==> config.mk <==
export PLATFORM = sky130hd
export DESIGN_NAME = port_mode_ctrl
export DESIGN_NICKNAME = d
export VERILOG_FILES = /design/src/pkg/port_mode_pkg.sv /design/src/event_counter.sv /design/src/port_mode_ctrl.sv
export SDC_FILE = /design/constraint.sdc
export NUM_CORES = 1
export LEC_CHECK = 0
export BUFFER_PORTS_ARGS = -buffer_cell sky130_fd_sc_hd__buf_2
export CAP_MARGIN = 15
export CORE_MARGIN = 1.5
export CORE_UTILIZATION = 53
export DETAILED_ROUTE_END_ITERATION = 6
export PLACE_DENSITY_LB_ADDON = 0.15
export SLEW_MARGIN = 20
export SYNTH_ARGS = -nofsm -noshare
export SYNTH_HDL_FRONTEND = slang
export SYNTH_HIERARCHICAL = 1
export SYNTH_SLANG_ARGS = --single-unit
==> constraint.sdc <==
create_clock -name mclk -period 2.7 [get_ports mclk]
set_clock_uncertainty 0.05 [all_clocks]
set_input_delay 0.54 -clock mclk [delete_from_list [all_inputs] [get_ports mclk]]
set_output_delay 0.54 -clock mclk [all_outputs]
set_load 0.01 [all_outputs]
==> src/pkg/port_mode_pkg.sv <==
// Constants, field layouts and carrier types of the port mode and counter block.
package port_mode_pkg;
    // Ancillary function opcodes, low byte of the first control-block word.
    localparam logic [7:0] OP_READ_MODE = 8'h0E;
    localparam logic [7:0] OP_WRITE_MODE = 8'h0F;
    // Mode word bit positions.
    localparam int ACCEPT_ALL_DESTINATIONS = 15;
    localparam int ACCEPT_ALL_MULTICAST = 14;
    localparam int NO_RECEIVE_CHAINING = 13;
    localparam int SHORT_FRAME_ZERO_FILL = 12;
    localparam int COLLISION_TEST_IRQ_ENABLE = 11;
    localparam int MAINT_MESSAGE_SUPPRESS = 9;
    localparam int INTERNAL_SELECT = 6;
    localparam int CRC_GENERATION_OFF = 3;
    localparam int LOOP_ENABLE = 2;
    // Bits that must be zero in a written mode word, and the ignored bit 0.
    localparam logic [15:0] ZERO_REQUIRED_FIELD = 16'h05B2;
    localparam logic [15:0] MODE_IGNORED = 16'h0001;
    localparam logic [15:0] MODE_RESET = 16'h0000;
    // Frame size figures in bytes.
    localparam logic [10:0] MIN_DATA_BYTES = 11'h006;
    localparam logic [7:0] LOOP_BYTES_CRC = 8'h20;
    localparam logic [7:0] LOOP_BYTES_NOCRC = 8'h24;
    localparam logic [7:0] SILO_BYTES = 8'h40;
    // Babble timer: longest legal transmitter on-time.
    localparam int CLK_MHZ = 40;
    localparam int MAX_FRAME_US = 1230;
    localparam int MAX_FRAME_CYCLES = MAX_FRAME_US * CLK_MHZ;
    localparam int TIMER_W = 16;
    localparam int COUNT_W = 16;

    // Function sequencer, Gray coded along idle, busy, done.
    typedef enum logic [1:0] {
        FN_IDLE = 2'b00,
        FN_BUSY = 2'b01,
        FN_DONE = 2'b11
    } fn_state_t;

    // Loopback selection decoded from loop enable and internal select.
    typedef enum logic [1:0] {
        LOOP_NONE = 2'b00,
        LOOP_EXTERNAL = 2'b01,
        LOOP_INTERNAL = 2'b10
    } loop_mode_t;

    // One ancillary function request from the host driver.
    typedef struct packed {
        logic [15:0] ctl;
        logic [15:0] data;
    } func_req_t;

    // State of the counter module.
    typedef struct packed {
        logic [COUNT_W-1:0] count;
    } cnt_state_t;

    // State of the main block.
    typedef struct packed {
        fn_state_t fn;
        func_req_t req;
        logic [15:0] mode;
        logic [15:0] rdata;
        logic err;
        logic [TIMER_W-1:0] timer;
        logic txStop;
        logic babbleEv;
        logic driverErrEv;
        logic rxAccept;
        logic rxTruncate;
        logic [2:0] padBytes;
        logic cerrSeen;
        logic irq;
    } mode_state_t;
endpackage : port_mode_pkg

==> src/event_counter.sv <==
// Sixteen-bit event counter that sticks at its top value.
`timescale 1ns/1ps
module event_counter
    import port_mode_pkg::*;
(
    input wire logic mclk, // Adapter clock.
    input wire logic nrst, // Synchronous reset, active low.
    input wire logic eventIn, // One-cycle event pulse.
    output logic [COUNT_W-1:0] count // Running count.
);
    cnt_state_t cur;
    cnt_state_t next_cur;

    // Saturating so that a long-running fault still reads as many, not few.
    always_comb begin
        next_cur = cur;
        if (eventIn && cur.count != {COUNT_W{1'b1}}) begin
            next_cur.count = cur.count + 16'h0001;
        end
    end

    // State register.
    always_ff @(posedge mclk) begin
        if (!nrst) begin
            cur <= '0;
        end else begin
            cur <= next_cur;
        end
    end

    assign count = cur.count;

    count_step_a: assert property (@(posedge mclk) disable iff (!nrst)
        eventIn && count != 16'hFFFF |=> count == $past(count) + 16'h0001)
        else $error("Counter missed an event.");
endmodule : event_counter

==> src/port_mode_ctrl.sv <==
// Mode word function, frame acceptance controls and error counters of the port.
`timescale 1ns/1ps
// What this block does
// - Count host functions issued while an earlier one is still in progress.
// - Count each transmission the controller cuts off as too long.
// - Timer stops transmitter held on longer than a maximum frame; counts babble.
// - Opcode 14 reads, 15 writes the mode word; high byte must be zero.
// - Mode bit 15 accepts every frame; cleared at reset.
// - Mode bit 14 accepts every multicast frame; cleared at reset.
// - Mode bit 13 disables receive chaining, truncating oversized frames.
// - Mode bit 12 zero-fills transmit data fields shorter than six bytes.
// - Mode bit 11 raises interrupt when collision-test error becomes set.
// - Mode bit 9 drops maintenance messages and stops periodic identity messages.
// - Mode bit 6 picks internal or external loopback, only with loop enable.
// - Internal loopback is limited to the controller's internal buffer depth.
// - Loop, internal: 00 normal, 01 error, 10 external, 11 internal.
// - Mode bit 3 omits CRC bytes and stops maintenance message handling.
// - Mode bit 2 loops own frames, 32 or 36 bytes, no maintenance.
module port_mode_ctrl
    import port_mode_pkg::*;
#(
    parameter int MAX_TX_CYCLES = MAX_FRAME_CYCLES // Babble limit in clock cycles.
) (
    input wire logic mclk, // Adapter clock, 40 MHz.
    input wire logic nrst, // Synchronous reset, active low.
    input wire logic funcValid, // Host issues a function this cycle.
    input wire func_req_t funcReq, // Opcode word and mode data word.
    output logic funcDone, // Function finished, one cycle.
    output logic funcError, // Finished function was rejected.
    output logic [15:0] funcRdata, // Mode word returned by a read.
    input wire logic txOn, // Transmitter is sending.
    output logic txStop, // Babble timer forces transmitter off.
    input wire logic rxDecide, // Destination of a received frame is known.
    input wire logic rxAddrMatch, // Destination equals the station address.
    input wire logic rxMulticast, // Destination is multicast.
    output logic rxAccept, // Frame is accepted.
    input wire logic rxOverflow, // Received frame exceeds one buffer.
    output logic rxTruncate, // Truncate instead of chaining.
    input wire logic [10:0] txDataLen, // Data field length of frame to send.
    output logic [2:0] txPadBytes, // Zero bytes to append.
    input wire logic collisionTestError, // Collision-test error status bit.
    output logic collisionIrq, // Interrupt request pulse to host.
    output logic maintSuppress, // Discard maintenance traffic.
    output logic sysIdEnable, // Periodic identity message allowed.
    output logic crcOff, // Send frames without CRC.
    output loop_mode_t loopMode, // Active loopback path.
    output logic [7:0] loopMaxLen, // Longest frame that may be looped.
    output logic [15:0] modeWord, // Current mode word.
    output logic [COUNT_W-1:0] driverErrCount, // Functions issued while busy.
    output logic [COUNT_W-1:0] babbleCount // Babble truncations.
);
    mode_state_t cur;
    mode_state_t next_cur;
    logic [15:0] wr;
    logic loopBits;
    logic badWrite;
    logic [7:0] loopLen;
    logic [1:0] events;
    logic [COUNT_W-1:0] counts [2];

    // Decode of the staged request and the current mode word.
    always_comb begin
        wr = cur.req.data & ~MODE_IGNORED;
        loopBits = cur.mode[LOOP_ENABLE];
        // A write with loop clear but internal set is a command error.
        badWrite = (wr & ZERO_REQUIRED_FIELD) != 16'h0000
            || (!wr[LOOP_ENABLE] && wr[INTERNAL_SELECT]);
        loopLen = cur.mode[CRC_GENERATION_OFF] ? LOOP_BYTES_NOCRC : LOOP_BYTES_CRC;
    end

    // Next-state logic for the function sequencer, timer and frame controls.
    always_comb begin
        next_cur = cur;
        next_cur.babbleEv = 1'b0;
        next_cur.driverErrEv = 1'b0;
        next_cur.irq = 1'b0;
        // A request arriving while one is staged is counted and dropped.
        if (funcValid && cur.fn != FN_IDLE) begin
            next_cur.driverErrEv = 1'b1;
        end
        unique case (cur.fn)
            FN_IDLE: begin
                if (funcValid) begin
                    next_cur.req = funcReq;
                    next_cur.fn = FN_BUSY;
                end
            end
            FN_BUSY: begin
                next_cur.fn = FN_DONE;
                next_cur.err = 1'b1;
                next_cur.rdata = cur.mode;
                if (cur.req.ctl == {8'h00, OP_READ_MODE}) begin
                    next_cur.err = 1'b0;
                end else if (cur.req.ctl == {8'h00, OP_WRITE_MODE} && !badWrite) begin
                    next_cur.err = 1'b0;
                    next_cur.mode = wr;
                    next_cur.rdata = wr;
                end
            end
            FN_DONE: begin
                next_cur.fn = FN_IDLE;
            end
        endcase
        // Babble timer runs only while the transmitter is on.
        if (!txOn) begin
            next_cur.timer = '0;
            next_cur.txStop = 1'b0;
        end else if (!cur.txStop) begin
            next_cur.timer = cur.timer + 16'h0001;
            if (32'(cur.timer) >= MAX_TX_CYCLES - 1) begin
                next_cur.txStop = 1'b1;
                next_cur.babbleEv = 1'b1;
            end
        end
        // Receive acceptance is decided once per frame.
        if (rxDecide) begin
            next_cur.rxAccept = rxAddrMatch || cur.mode[ACCEPT_ALL_DESTINATIONS]
                || (rxMulticast && cur.mode[ACCEPT_ALL_MULTICAST]);
        end
        next_cur.rxTruncate = rxOverflow && cur.mode[NO_RECEIVE_CHAINING];
        next_cur.padBytes = '0;
        if (cur.mode[SHORT_FRAME_ZERO_FILL] && txDataLen < MIN_DATA_BYTES) begin
            next_cur.padBytes = 3'(MIN_DATA_BYTES - txDataLen);
        end
        // Interrupt fires on the rising edge of the collision-test error only.
        next_cur.cerrSeen = collisionTestError;
        next_cur.irq = collisionTestError && !cur.cerrSeen
            && cur.mode[COLLISION_TEST_IRQ_ENABLE];
    end

    // State register.
    always_ff @(posedge mclk) begin
        if (!nrst) begin
            cur <= '0;
            cur.mode <= MODE_RESET;
        end else begin
            cur <= next_cur;
        end
    end

    assign events = {cur.babbleEv, cur.driverErrEv};

    // One saturating counter per event source.
    for (genvar i = 0; i < 2; i++) begin : gCnt
        event_counter uCnt (
            .mclk(mclk),
            .nrst(nrst),
            .eventIn(events[i]),
            .count(counts[i])
        );
    end

    assign driverErrCount = counts[0];
    assign babbleCount = counts[1];
    assign funcDone = cur.fn == FN_DONE;
    assign funcError = cur.err;
    assign funcRdata = cur.rdata;
    assign txStop = cur.txStop;
    assign rxAccept = cur.rxAccept;
    assign rxTruncate = cur.rxTruncate;
    assign txPadBytes = cur.padBytes;
    assign collisionIrq = cur.irq;
    assign modeWord = cur.mode;
    assign crcOff = cur.mode[CRC_GENERATION_OFF];
    // Any of these modes takes the maintenance handler off line.
    assign maintSuppress = cur.mode[MAINT_MESSAGE_SUPPRESS]
        || cur.mode[CRC_GENERATION_OFF] || loopBits;
    assign sysIdEnable = !maintSuppress;
    // Internal select is ignored unless loop enable is set.
    assign loopMode = !loopBits ? LOOP_NONE
        : cur.mode[INTERNAL_SELECT] ? LOOP_INTERNAL : LOOP_EXTERNAL;
    // The internal path cannot hold more than the controller buffer.
    assign loopMaxLen = (loopMode == LOOP_INTERNAL && SILO_BYTES < loopLen)
        ? SILO_BYTES : loopLen;

    busy_count_a: assert property (@(posedge mclk) disable iff (!nrst)
        funcValid && cur.fn != FN_IDLE |=> cur.driverErrEv)
        else $error("Busy request was not counted.");
    // The transmitter state that caused the stop is the one seen at the previous edge.
    babble_stop_a: assert property (@(posedge mclk) disable iff (!nrst)
        $rose(txStop) |-> cur.babbleEv && $past(txOn))
        else $error("Stop without babble event.");
    timer_limit_a: assert property (@(posedge mclk) disable iff (!nrst)
        txOn && !txStop |-> 32'(cur.timer) < MAX_TX_CYCLES)
        else $error("Babble timer ran past limit.");
    done_two_a: assert property (@(posedge mclk) disable iff (!nrst)
        cur.fn == FN_IDLE && funcValid |-> ##2 funcDone)
        else $error("Function not done two cycles after issue.");
    read_keeps_a: assert property (@(posedge mclk) disable iff (!nrst)
        funcDone && !funcError |-> funcRdata == modeWord)
        else $error("Returned mode differs from held mode.");
    promisc_a: assert property (@(posedge mclk) disable iff (!nrst)
        rxDecide && modeWord[ACCEPT_ALL_DESTINATIONS] |=> rxAccept)
        else $error("Frame refused in accept-all mode.");
    multicast_a: assert property (@(posedge mclk) disable iff (!nrst)
        rxDecide && rxMulticast && modeWord[ACCEPT_ALL_MULTICAST] |=> rxAccept)
        else $error("Multicast refused.");
    truncate_a: assert property (@(posedge mclk) disable iff (!nrst)
        rxOverflow && modeWord[NO_RECEIVE_CHAINING] |=> rxTruncate)
        else $error("Oversized frame not truncated.");
    pad_len_a: assert property (@(posedge mclk) disable iff (!nrst)
        modeWord[SHORT_FRAME_ZERO_FILL] && txDataLen == 11'h002 |=> txPadBytes == 3'h4)
        else $error("Wrong pad count.");
    irq_edge_a: assert property (@(posedge mclk) disable iff (!nrst)
        collisionIrq |-> $past(collisionTestError) && !$past(collisionTestError, 2))
        else $error("Interrupt without error edge.");
    maint_a: assert property (@(posedge mclk) disable iff (!nrst)
        modeWord[MAINT_MESSAGE_SUPPRESS] |-> maintSuppress && !sysIdEnable)
        else $error("Maintenance not suppressed.");
    loop_sel_a: assert property (@(posedge mclk) disable iff (!nrst)
        !modeWord[LOOP_ENABLE] |-> loopMode == LOOP_NONE)
        else $error("Loopback without loop enable.");
    loop_err_a: assert property (@(posedge mclk) disable iff (!nrst)
        modeWord[INTERNAL_SELECT] |-> modeWord[LOOP_ENABLE])
        else $error("Illegal loop combination held.");
    loop_len_a: assert property (@(posedge mclk) disable iff (!nrst)
        modeWord[LOOP_ENABLE] && !modeWord[INTERNAL_SELECT] |->
        loopMaxLen == (crcOff ? 8'h24 : 8'h20))
        else $error("Wrong loop length.");

    write_c: cover property (@(posedge mclk) funcDone && !funcError && funcRdata != 16'h0000);
    babble_c: cover property (@(posedge mclk) $rose(txStop));
    busy_c: cover property (@(posedge mclk) cur.driverErrEv);
    irq_c: cover property (@(posedge mclk) collisionIrq);
endmodule : port_mode_ctrl

==> flow_summary.toml, run 1 <==
[status]
status = "completed"

[worst_setup_path]
crit_arrival_ps = 2440
slowest_delay_ps = 550
crit_fanout = 14
path_cells = "or4b_1 -> or3b_1 -> nor3_4 -> buf_4 -> and3b_1"
end_kind = "flip-flop"
crit_path_start_kind = "flip-flop"
slowest_stage = "or4b_1"
cp.required_ps = 3040
crit_type = "reg -> reg"

[synth]
syn_area_mm2 = 0.005625
synth_area_leaders = "dfxtp_1, nand2_1, buf_4, a21boi_0, a21oi_1"
synth_area_per_cell_um2 = 8.681
synth-edff-count = 0
synth_cell_types = 49
synth_top_area_share_pct = 43.42
ys_warn_count = 6
yosys.area.top_type = "dfxtp_1"
synth_top_family_by_area = "simple AND/OR/NAND/NOR gates"
synth_adder_area_share_pct = 0.8897
ys.flop_type = "dfxtp_1"
synth_compound_area_share_pct = 16.50
ys_seq_area_share_pct = 43.42
synth_simple_gate_area_share_pct = 24.58
synth_xor_area_share_pct = 2.491
async_flop_share_pct = 0
synthMuxAreaShare_pct = 2.847
ys_seq_elements = 122
synth_cells = 648

[floorplanning]
core_region_area_mm2 = 0.01032
die_height_um = 106.0
pin_count = 138
rows = 37
die_x_um = 106.0
initial_utilization_pct = 54.49
dieArea_mm2 = 0.01124

[timing]
fin_ws_ps = 598.4
fmax_mhz = 475.8
maxSlewViolCount = 0
grt_setup_unrepaired = "false"
tightest_slew_ps = 692.2
final_hold_viol_count = 0
min_period_ps = 2102
finalCritPeriodShare_pct = 77.84
setup_violations = 0
setup_tns_ps = 0
whs_ps = 174.6
timing.slew.headroom_pct = 53.47

[route]
wl_um = 12070
detail-route-antenna-nets = 0
firstDrtPassIters = 4
wl_per_cell_um = 13.63
drt_iter0_drc = 294
drc = 0
vias = 4763
vias_per_cell = 5.376

[clock_tree]
clk_pin_slew_worst_paths_ps = 60
cts_buffer_depth = 2
cts_hold_buf = 0
root_buffer = "clkbuf_8"
cts_resized = 0
numCtsBuffers = 17
cts.sinks = 122
clk_latency_ps = 500
cts_tree = "done"
htree_levels = 4
post_cts_buffers = 0

[finish]
design_area_mm2 = 0.006703
fillerInstances = 908
drive_above_1_share_pct = 23.60
diodes = 0
areaGrowthSynthToFinish_pct = 19.15
fin_nets = 794
utilization_pct = 64.93

[placement]
hpwlAfterDp_um = 8562
gp_congestion = 0.8868
place_ws_ps = 577.1
portBuffers = 127
place_area_mm2 = 0.006085

[global_routing]
grt_max_degree = 34
grt_pass1_wl_um = 20220
first_global_vias = 4374
track_usage_pct = 22.35
grt_overflow = 0
antenna_found_initial = 0

[power_and_ir_drop]
ir_drop_mv = 0.3418
p_int_w = 0.003542
p_switching_w = 0.0009319
sw_frac_of_total_pct = 20.83
power.density_mw_per_mm2 = 667.5
power_leakage_nw = 2.758
power.share.clock_pct = 52.2
power_frac_comb_pct = 5.7
p_seq_share_pct = 42.2

[min_path]
hold_path_class = "in -> reg"

[run]
cap_violations = 0
==> cell usage after synthesis, drive strengths merged (2+ instances only) <==
master	n
dfxtp	122
nand2	111
buf	49
a21boi	38
a21oi	35
o21ai	32
nor2	27
clkbuf	26
nand3	19
mux2i	16
inv	13
nor4	13
nand4	12
or3	11
o31ai	10
or4	10
xor2	10
a41oi	9
and4	9
o211ai	9
nor3	8
and3b	7
nand2b	6
xnor2	6
and2	4
ha	4
nor2b	4
and3	3
and4b	3
o211a	3
a211oi	2
conb	2
nand3b	2
nor3b	2
nor4bb	2
o311ai	2
o41ai	2
==> metrics by stage <==
stage          total power, W  std cells
3_3_place_gp         0.002170        855
4_1_cts              0.004513        886
3_5_place_dp         0.002179        855
5_1_grt              0.004633        886
6_report             0.004474        886
2_1_floorplan        0.002096        655
==> sequential cells by signal, summed over array words and instances (netlist names) <==
name	count
cur	52
collisionIrq	1
modeWord	15
gCnt.uCnt/count	32
txPadBytes	3
txStop	1
rxTruncate	1
funcRdata	15
rxAccept	1
funcError	1
==> worst max-delay path, delay by kind of cell (launching register included) <==
family	cells	cell delay, ps
buf+inv	1	250
flops	1	300
simple gates	4	1380
==> layout make-up <==
| class | count | area [um^2] | area share (%) |
|---|---|---|---|
| clock buffers | 24 | 480.5 | 7.168 |
| clock inverters | 7 | 137.6 | 2.053 |
| inverters | 13 | 48.80 | 0.7280 |
| multi-input cells | 445 | 2698 | 40.25 |
| flip-flops and latches | 122 | 2442 | 36.44 |
| well taps | 136 | 170.2 | 2.539 |
| repair buffers | 139 | 725.7 | 10.83 |
==> per-layer routing <==
layer / track usage (%) / share of wire, %
met5: 0 / 0
met1: 28.45 / 46
met2: 36.36 / 47
met4: 8.205 / 1.3
met3: 6.009 / 5.9
==> placed cells by master (no fill, tap or decap), types with 3 or more instances in the layout <==
cell type / count
a21boi_0: 38
a21oi_1: 35
a41oi_1: 9
and2_1: 4
and3_1: 3
and3b_1: 7
and4_1: 9
and4b_1: 3
buf_2: 127
buf_4: 12
bufinv_16: 4
clkbuf_1: 3
clkbuf_16: 16
clkbuf_8: 5
conb_1: 9
dfxtp_1: 122
ha_1: 4
inv_1: 13
mux2i_1: 16
nand2_1: 111
nand2b_1: 6
nand3_1: 19
nand4_1: 10
nor2_1: 26
nor2b_1: 4
nor3_1: 6
nor4_1: 11
o211a_1: 3
o211ai_1: 9
o21ai_0: 32
o31ai_1: 10
or3_1: 9
or4_1: 10
xnor2_1: 6
xor2_1: 10
==> path summary, 6_finish.rpt <==
path / from / slack [ps] / endpoint / depth (start not counted)
min reg2reg: cur[77] / 410 / cur[77] / 2
min: rxDecide / 170 / rxAccept / 2
max: cur[60] / 600 / modeWord[4] / 5
max reg2reg: cur[60] / 600 / modeWord[4] / 5
==> power groups by stage <==
stage	clock network, W	registers, W	logic [W]
floorplan	0	0.00191	0.000182
global placement	0	0.00192	0.000249
detailed placement	0	0.00192	0.000256
CTS	0.00237	0.00188	0.000257
global route	0.00246	0.00189	0.000286
finish	0.00233	0.00189	0.000255
==> cells by family after synthesis <==
kind of cell,Yosys count
AO/OA/AOI/OAI,143
buffers and inverters,88
multiplexers,16
flip-flops,122
AND/OR/NAND/NOR,257
XOR/XNOR,16
adder cells (fa/ha/maj),4
other,2
Note: power is estimated with default switching activity, not from simulation.
==> run 2: changes to the inputs <==
- CORE_UTILIZATION: 53 -> 48
- clock period: 2.7 -> 1.9 ns (I/O delays scaled with it)
==> flow_summary.toml, run 2 (synthesis results as in run 1) <==
[min_path]
hold_start = "rxDecide"
hold_path_class = "in -> reg"
whs_endpoint = "rxAccept"
worstHoldPathCells = 2

[power_and_ir_drop]
power_w = 0.006226
p_int_w = 0.004813
power.share.clock_pct = 50.8
power.density_mw_per_mm2 = 917.2
ir_drop_mv = 0.6482
sw_frac_of_total_pct = 22.70
power_frac_comb_pct = 6.1
p_seq_share_pct = 43.1
power_leakage_nw = 2.796
p_switching_w = 0.001413

[worst_setup_path]
crit_type = "reg -> reg"
end_kind = "flip-flop"
slowest_stage = "or4b_4"
crit_arrival_ps = 2180
cp.required_ps = 2150
rr_endpoint = "modeWord[5]"
r2r-start = "cur[60]"
worst-path-buf-inv = 1
r2r_slack_ps = -30
crit_path_start_kind = "flip-flop"
slowest_delay_ps = 530
path_delay_family = "simple AND/OR/NAND/NOR gates"
path_cells = "or4b_4 -> or3b_4 -> nor3_4 -> buf_12 -> and3b_1"
crit_fanout = 15
r2r_cells = 5

[timing]
fin_ws_ps = -28.68
min_period_ps = 1929
grt_setup_unrepaired = "true"
finalCritPeriodShare_pct = 101.5
final_hold_viol_count = 0
fmax_mhz = 518.5
timing.slew.headroom_pct = 59.93
setup_violations = 10
maxSlewViolCount = 0
tightest_slew_ps = 593.3

[clock_tree]
clk_pin_slew_worst_paths_ps = 60
htree_levels = 4
root_buffer = "clkbuf_16"
cts_buffer_depth = 2
cts.sinks = 122
numCtsBuffers = 17
cts_tree = "done"
clk_latency_ps = 410

[finish]
multi_input_area_mm2 = 0.002709
mostFrequentLayoutCells = "buf_2, dfxtp_1, nand2_1, a21boi_0, a21oi_1"
utilization_pct = 59.45
fillerInstances = 1025
fin_nets = 803
largest_reg_flops = 52
ff_latch_area_mm2 = 0.002442
areaGrowthSynthToFinish_pct = 20.66
drive_above_1_share_pct = 25.26
final_common_cell = "buf_2"
top_register = "cur"
diodes = 0

[floorplanning]
die_height_um = 111.3
rows = 39
dieArea_mm2 = 0.01238
die_x_um = 111.3
pin_count = 138
initial_utilization_pct = 49.27
core_region_area_mm2 = 0.01142

[global_routing]
track_usage_pct = 20.78
grt_max_degree = 56
first_global_vias = 4465
grt_pass1_wl_um = 20860
antenna_found_initial = 0
grt_overflow = 0

[route]
drc = 0
wl_per_cell_um = 14.10
detail-route-antenna-nets = 0
vias_per_cell = 5.378
wl_um = 12730
vias = 4856
firstDrtPassIters = 5
drt_iter0_drc = 343

[placement]
gp_congestion = 0.8304
hpwlAfterDp_um = 8812
portBuffers = 127

[status]
violations = "negative setup slack"
status = "complete, but fails checks"

[run]
cap_violations = 0
run 2: cell types whose count changed in the layout (fill, tap and decap cells not counted), sizes merged:
cell / previous run / this run
buf: 139 / 148
clkbuf: 24 / 21
clkinvlp: 1 / 3
clkinv: 2 / 6
bufinv: 4 / 2
run 2: worst reg2reg max path, delay by kind of cell (launching register included):
family	cells	cell delay, ps
and+or+nand+nor	4	1280
DFF	1	310
buffers and inverters	1	180
run 2: area by class of cell:
| type | instances | area share [%] |
|---|---|---|
| multi-input cells | 445 | 39.91 |
| clock inverters | 11 | 1.770 |
| inverters | 13 | 0.7189 |
| flip-flops and latches | 122 | 35.98 |
| repair buffers | 148 | 12.06 |
| clock buffers | 21 | 6.931 |
| well taps | 143 | 2.636 |
run 2: worst max-delay path by stage:
stage | startpoint | endpoint | cells past startpoint
CTS | cur[60] | modeWord[5] | 5
global route | cur[60] | modeWord[14] | 5
finish | cur[60] | modeWord[5] | 5
floorplan | cur[60] | modeWord[10] | 6
detailed placement | cur[60] | modeWord[5] | 5
global placement | cur[60] | modeWord[10] | 5
run 2: routing by layer:
metal / vias to the layer above / GRT usage (%) / routed length, um
li1: 2450 / - / -
met1: 2251 / 26.59 / 5987
met2: 140 / 33.37 / 5918
met3: 15 / 4.647 / 607
met4: 0 / 9.620 / 215
met5: - / 0 / 0
run 2: per-stage QoR:
| stage | instance area [um^2] | hold WS (ps) | TNS [ps] | std cells | setup slack, ps |
|---|---|---|---|---|---|
| floorplan | 5652 | 388.4 | -504.9 | 655 | -97.41 |
| global placement | 6186 | 400.2 | -133.9 | 871 | -22.50 |
| detailed placement | 6186 | 403.6 | -341.1 | 871 | -51.10 |
| CTS | 6783 | 78.39 | -269.4 | 903 | -42.62 |
| global route | 6788 | 82.45 | -1343 | 903 | -90.78 |
| finish | 6788 | 94.49 | -195.9 | 903 | -28.68 |
run 2: power groups by stage:
stage	Sequential [W]	Combinational, W	Clock (W)
2_1_floorplan	0.00272	0.000259	0
3_3_place_gp	0.00273	0.000370	0
3_5_place_dp	0.00273	0.000377	0
4_1_cts	0.00268	0.000382	0.00322
5_1_grt	0.00269	0.000426	0.00333
6_report	0.00268	0.000381	0.00316
run 2: timing repair:
| item | in CTS | in global routing |
|---|---|---|
| resized for setup | 3 | 6 |
| setup endpoints to repair | 24 | 30 |
| setup buffers | 0 | 0 |
| hold buffers | 0 | 0 |
==> run 3: changes to the inputs <==
- SYNTH_HIERARCHICAL: 1 -> unset
==> flow_summary.toml, run 3 <==
[status]
status = "complete, but fails checks"
violations = "design-rule violations, negative setup slack"

[synth]
ys_seq_elements = 122
synth_top_area_share_pct = 44.76
syn_area_mm2 = 0.005456
ys_seq_area_share_pct = 44.76
synth_area_per_cell_um2 = 8.382
yosys.area.top_type = "dfxtp_1"
synth-edff-count = 0
ys_warn_count = 0
async_flop_share_pct = 0
ys_top_cells_by_count = "dfxtp_1, nand2_1, a21oi_1, buf_4, o21ai_0"
synth_area_leaders = "dfxtp_1, nand2_1, a21oi_1, buf_4, mux2i_1"
synth_cells = 651
synth_cell_types = 46
ys.flop_type = "dfxtp_1"
synth.most_common_cell = "dfxtp_1"

[global_routing]
grt_overflow = 0
first_global_vias = 4508
grt_pass1_wl_um = 21030
track_usage_pct = 22.33
grt_max_degree = 49
antenna_found_initial = 0

[clock_tree]
htree_levels = 4
cts.sinks = 122
cts_buffer_depth = 2
clk_latency_ps = 400
cts_tree = "done"
numCtsBuffers = 17
clk_pin_slew_worst_paths_ps = 60
root_buffer = "clkbuf_16"

[route]
wl_um = 12930
firstDrtPassIters = 7
drc = 1
vias = 4985
detail-route-antenna-nets = 0
vias_per_cell = 5.448
drt_iter0_drc = 335
wl_per_cell_um = 14.13

[power_and_ir_drop]
p_switching_w = 0.001420
power_frac_comb_pct = 6.1
power.share.clock_pct = 52.1
sw_frac_of_total_pct = 22.15
power_leakage_nw = 2.755
p_seq_share_pct = 41.8
power.density_mw_per_mm2 = 942.0
p_int_w = 0.004990
ir_drop_mv = 0.5858
power_w = 0.006410

[placement]
gp_congestion = 0.8840
portBuffers = 127
hpwlAfterDp_um = 9098

[worst_setup_path]
slowest_stage = "or4b_4"
cp.required_ps = 2120
path_cells = "or4b_4 -> or3b_4 -> nor3_4 -> buf_6 -> buf_12 -> nor3b_1"
crit_fanout = 6
crit_path_start_kind = "flip-flop"
crit_type = "reg -> reg"
r2r_cells = 6
slowest_delay_ps = 530
end_kind = "flip-flop"
crit_arrival_ps = 2170

[finish]
mostFrequentLayoutCells = "buf_2, dfxtp_1, nand2_1, a21oi_1, o21ai_0"
drive_above_1_share_pct = 26.71
areaGrowthSynthToFinish_pct = 24.70
fillerInstances = 951
fin_nets = 818
ff_latch_area_mm2 = 0.002444
top_register = "cur"
final_common_cell = "buf_2"
diodes = 0
utilization_pct = 61.95
largest_reg_flops = 52
multi_input_area_mm2 = 0.002584

[timing]
tightest_slew_ps = 555.8
timing.slew.headroom_pct = 62.95
fin_ws_ps = -47.28
setup_violations = 23
maxSlewViolCount = 0
final_hold_viol_count = 0
min_period_ps = 1947
fmax_mhz = 513.5
finalCritPeriodShare_pct = 102.5
grt_setup_unrepaired = "true"

[floorplanning]
dieArea_mm2 = 0.01202
initial_utilization_pct = 49.68
rows = 38
die_height_um = 109.6
core_region_area_mm2 = 0.01098
pin_count = 138
die_x_um = 109.6

[min_path]
worstHoldPathCells = 2
hold_path_class = "in -> reg"

[run]
cap_violations = 0
[run 3: metal layers]
layer	up-vias	global-route usage, %	wire length (um)
li1	2477	-	-
met1	2326	29.15	5873
met2	170	35.98	6075
met3	12	5.513	814
met4	0	7.699	163
met5	-	0	0
[run 3: cell type report]
class                   instances  share of cell area (%)
multi-input cells             449                   37.97
inverters                      11                  0.6068
well taps                     140                   2.574
clock buffers                  22                   7.117
flip-flops and latches        122                   35.91
clock inverters                10                   2.060
repair buffers                161                   13.76
[run 3: metrics by stage]
stage	instances	setup slack (ps)	instance area (um^2)	hold WS, ps	TNS [ps]
after floorplan	658	-202.7	5495	381.3	-2102
after global placement	880	-49.91	6103	390.1	-548.2
after detailed placement	880	-92.39	6103	396.4	-1392
after CTS	912	-36.16	6741	97.27	-337.8
after global routing	915	-97.96	6804	115.1	-1974
final	915	-47.28	6804	112.7	-562.0
[run 3: worst paths after layout]
| kind | startpoint | endpoint | slack (ps) |
|---|---|---|---|
| worst max register to register | cur[60] | modeWord[7] | -50 |
| worst min register to register | cur[79] | cur[79] | 400 |
| worst max-delay path | cur[60] | modeWord[7] | -50 |
| worst min-delay path | rxDecide | rxAccept | 110 |
[run 3: critical path: cells and delay by family (launching register included)]
family        cells  cell delay (ps)
simple gates      4             1180
flops             1              320
buf+inv           2              270
[run 3: repair_timing]
action	CTS	global route
setup buffers	0	3
hold buffers	0	0
pin swaps	1	0
setup endpoints to repair	31	33
gates resized for setup	5	12
[run 3: power by group through the flow]
stage / clock (W) / sequential, W / combinational [W]
floorplan: 0 / 0.00272 / 0.000264
global placement: 0 / 0.00273 / 0.000376
detailed placement: 0 / 0.00273 / 0.000384
CTS: 0.00339 / 0.00268 / 0.000388
global route: 0.00350 / 0.00269 / 0.000438
finish: 0.00334 / 0.00268 / 0.000389
[run 3: cells by family (layout without fill, tap and decap cells)]
kind of cell / after synthesis / in the layout / synth area share [%]
xor+xnor: 13 / 13 / 2.087
mux: 20 / 20 / 3.669
fa+ha+maj: 4 / 4 / 0.9173
other cells: 2 / 9 / 0.1376
compound gates: 139 / 139 / 14.61
simple gates: 264 / 264 / 24.60
flops: 122 / 122 / 44.76
buf+inv: 87 / 204 / 9.218
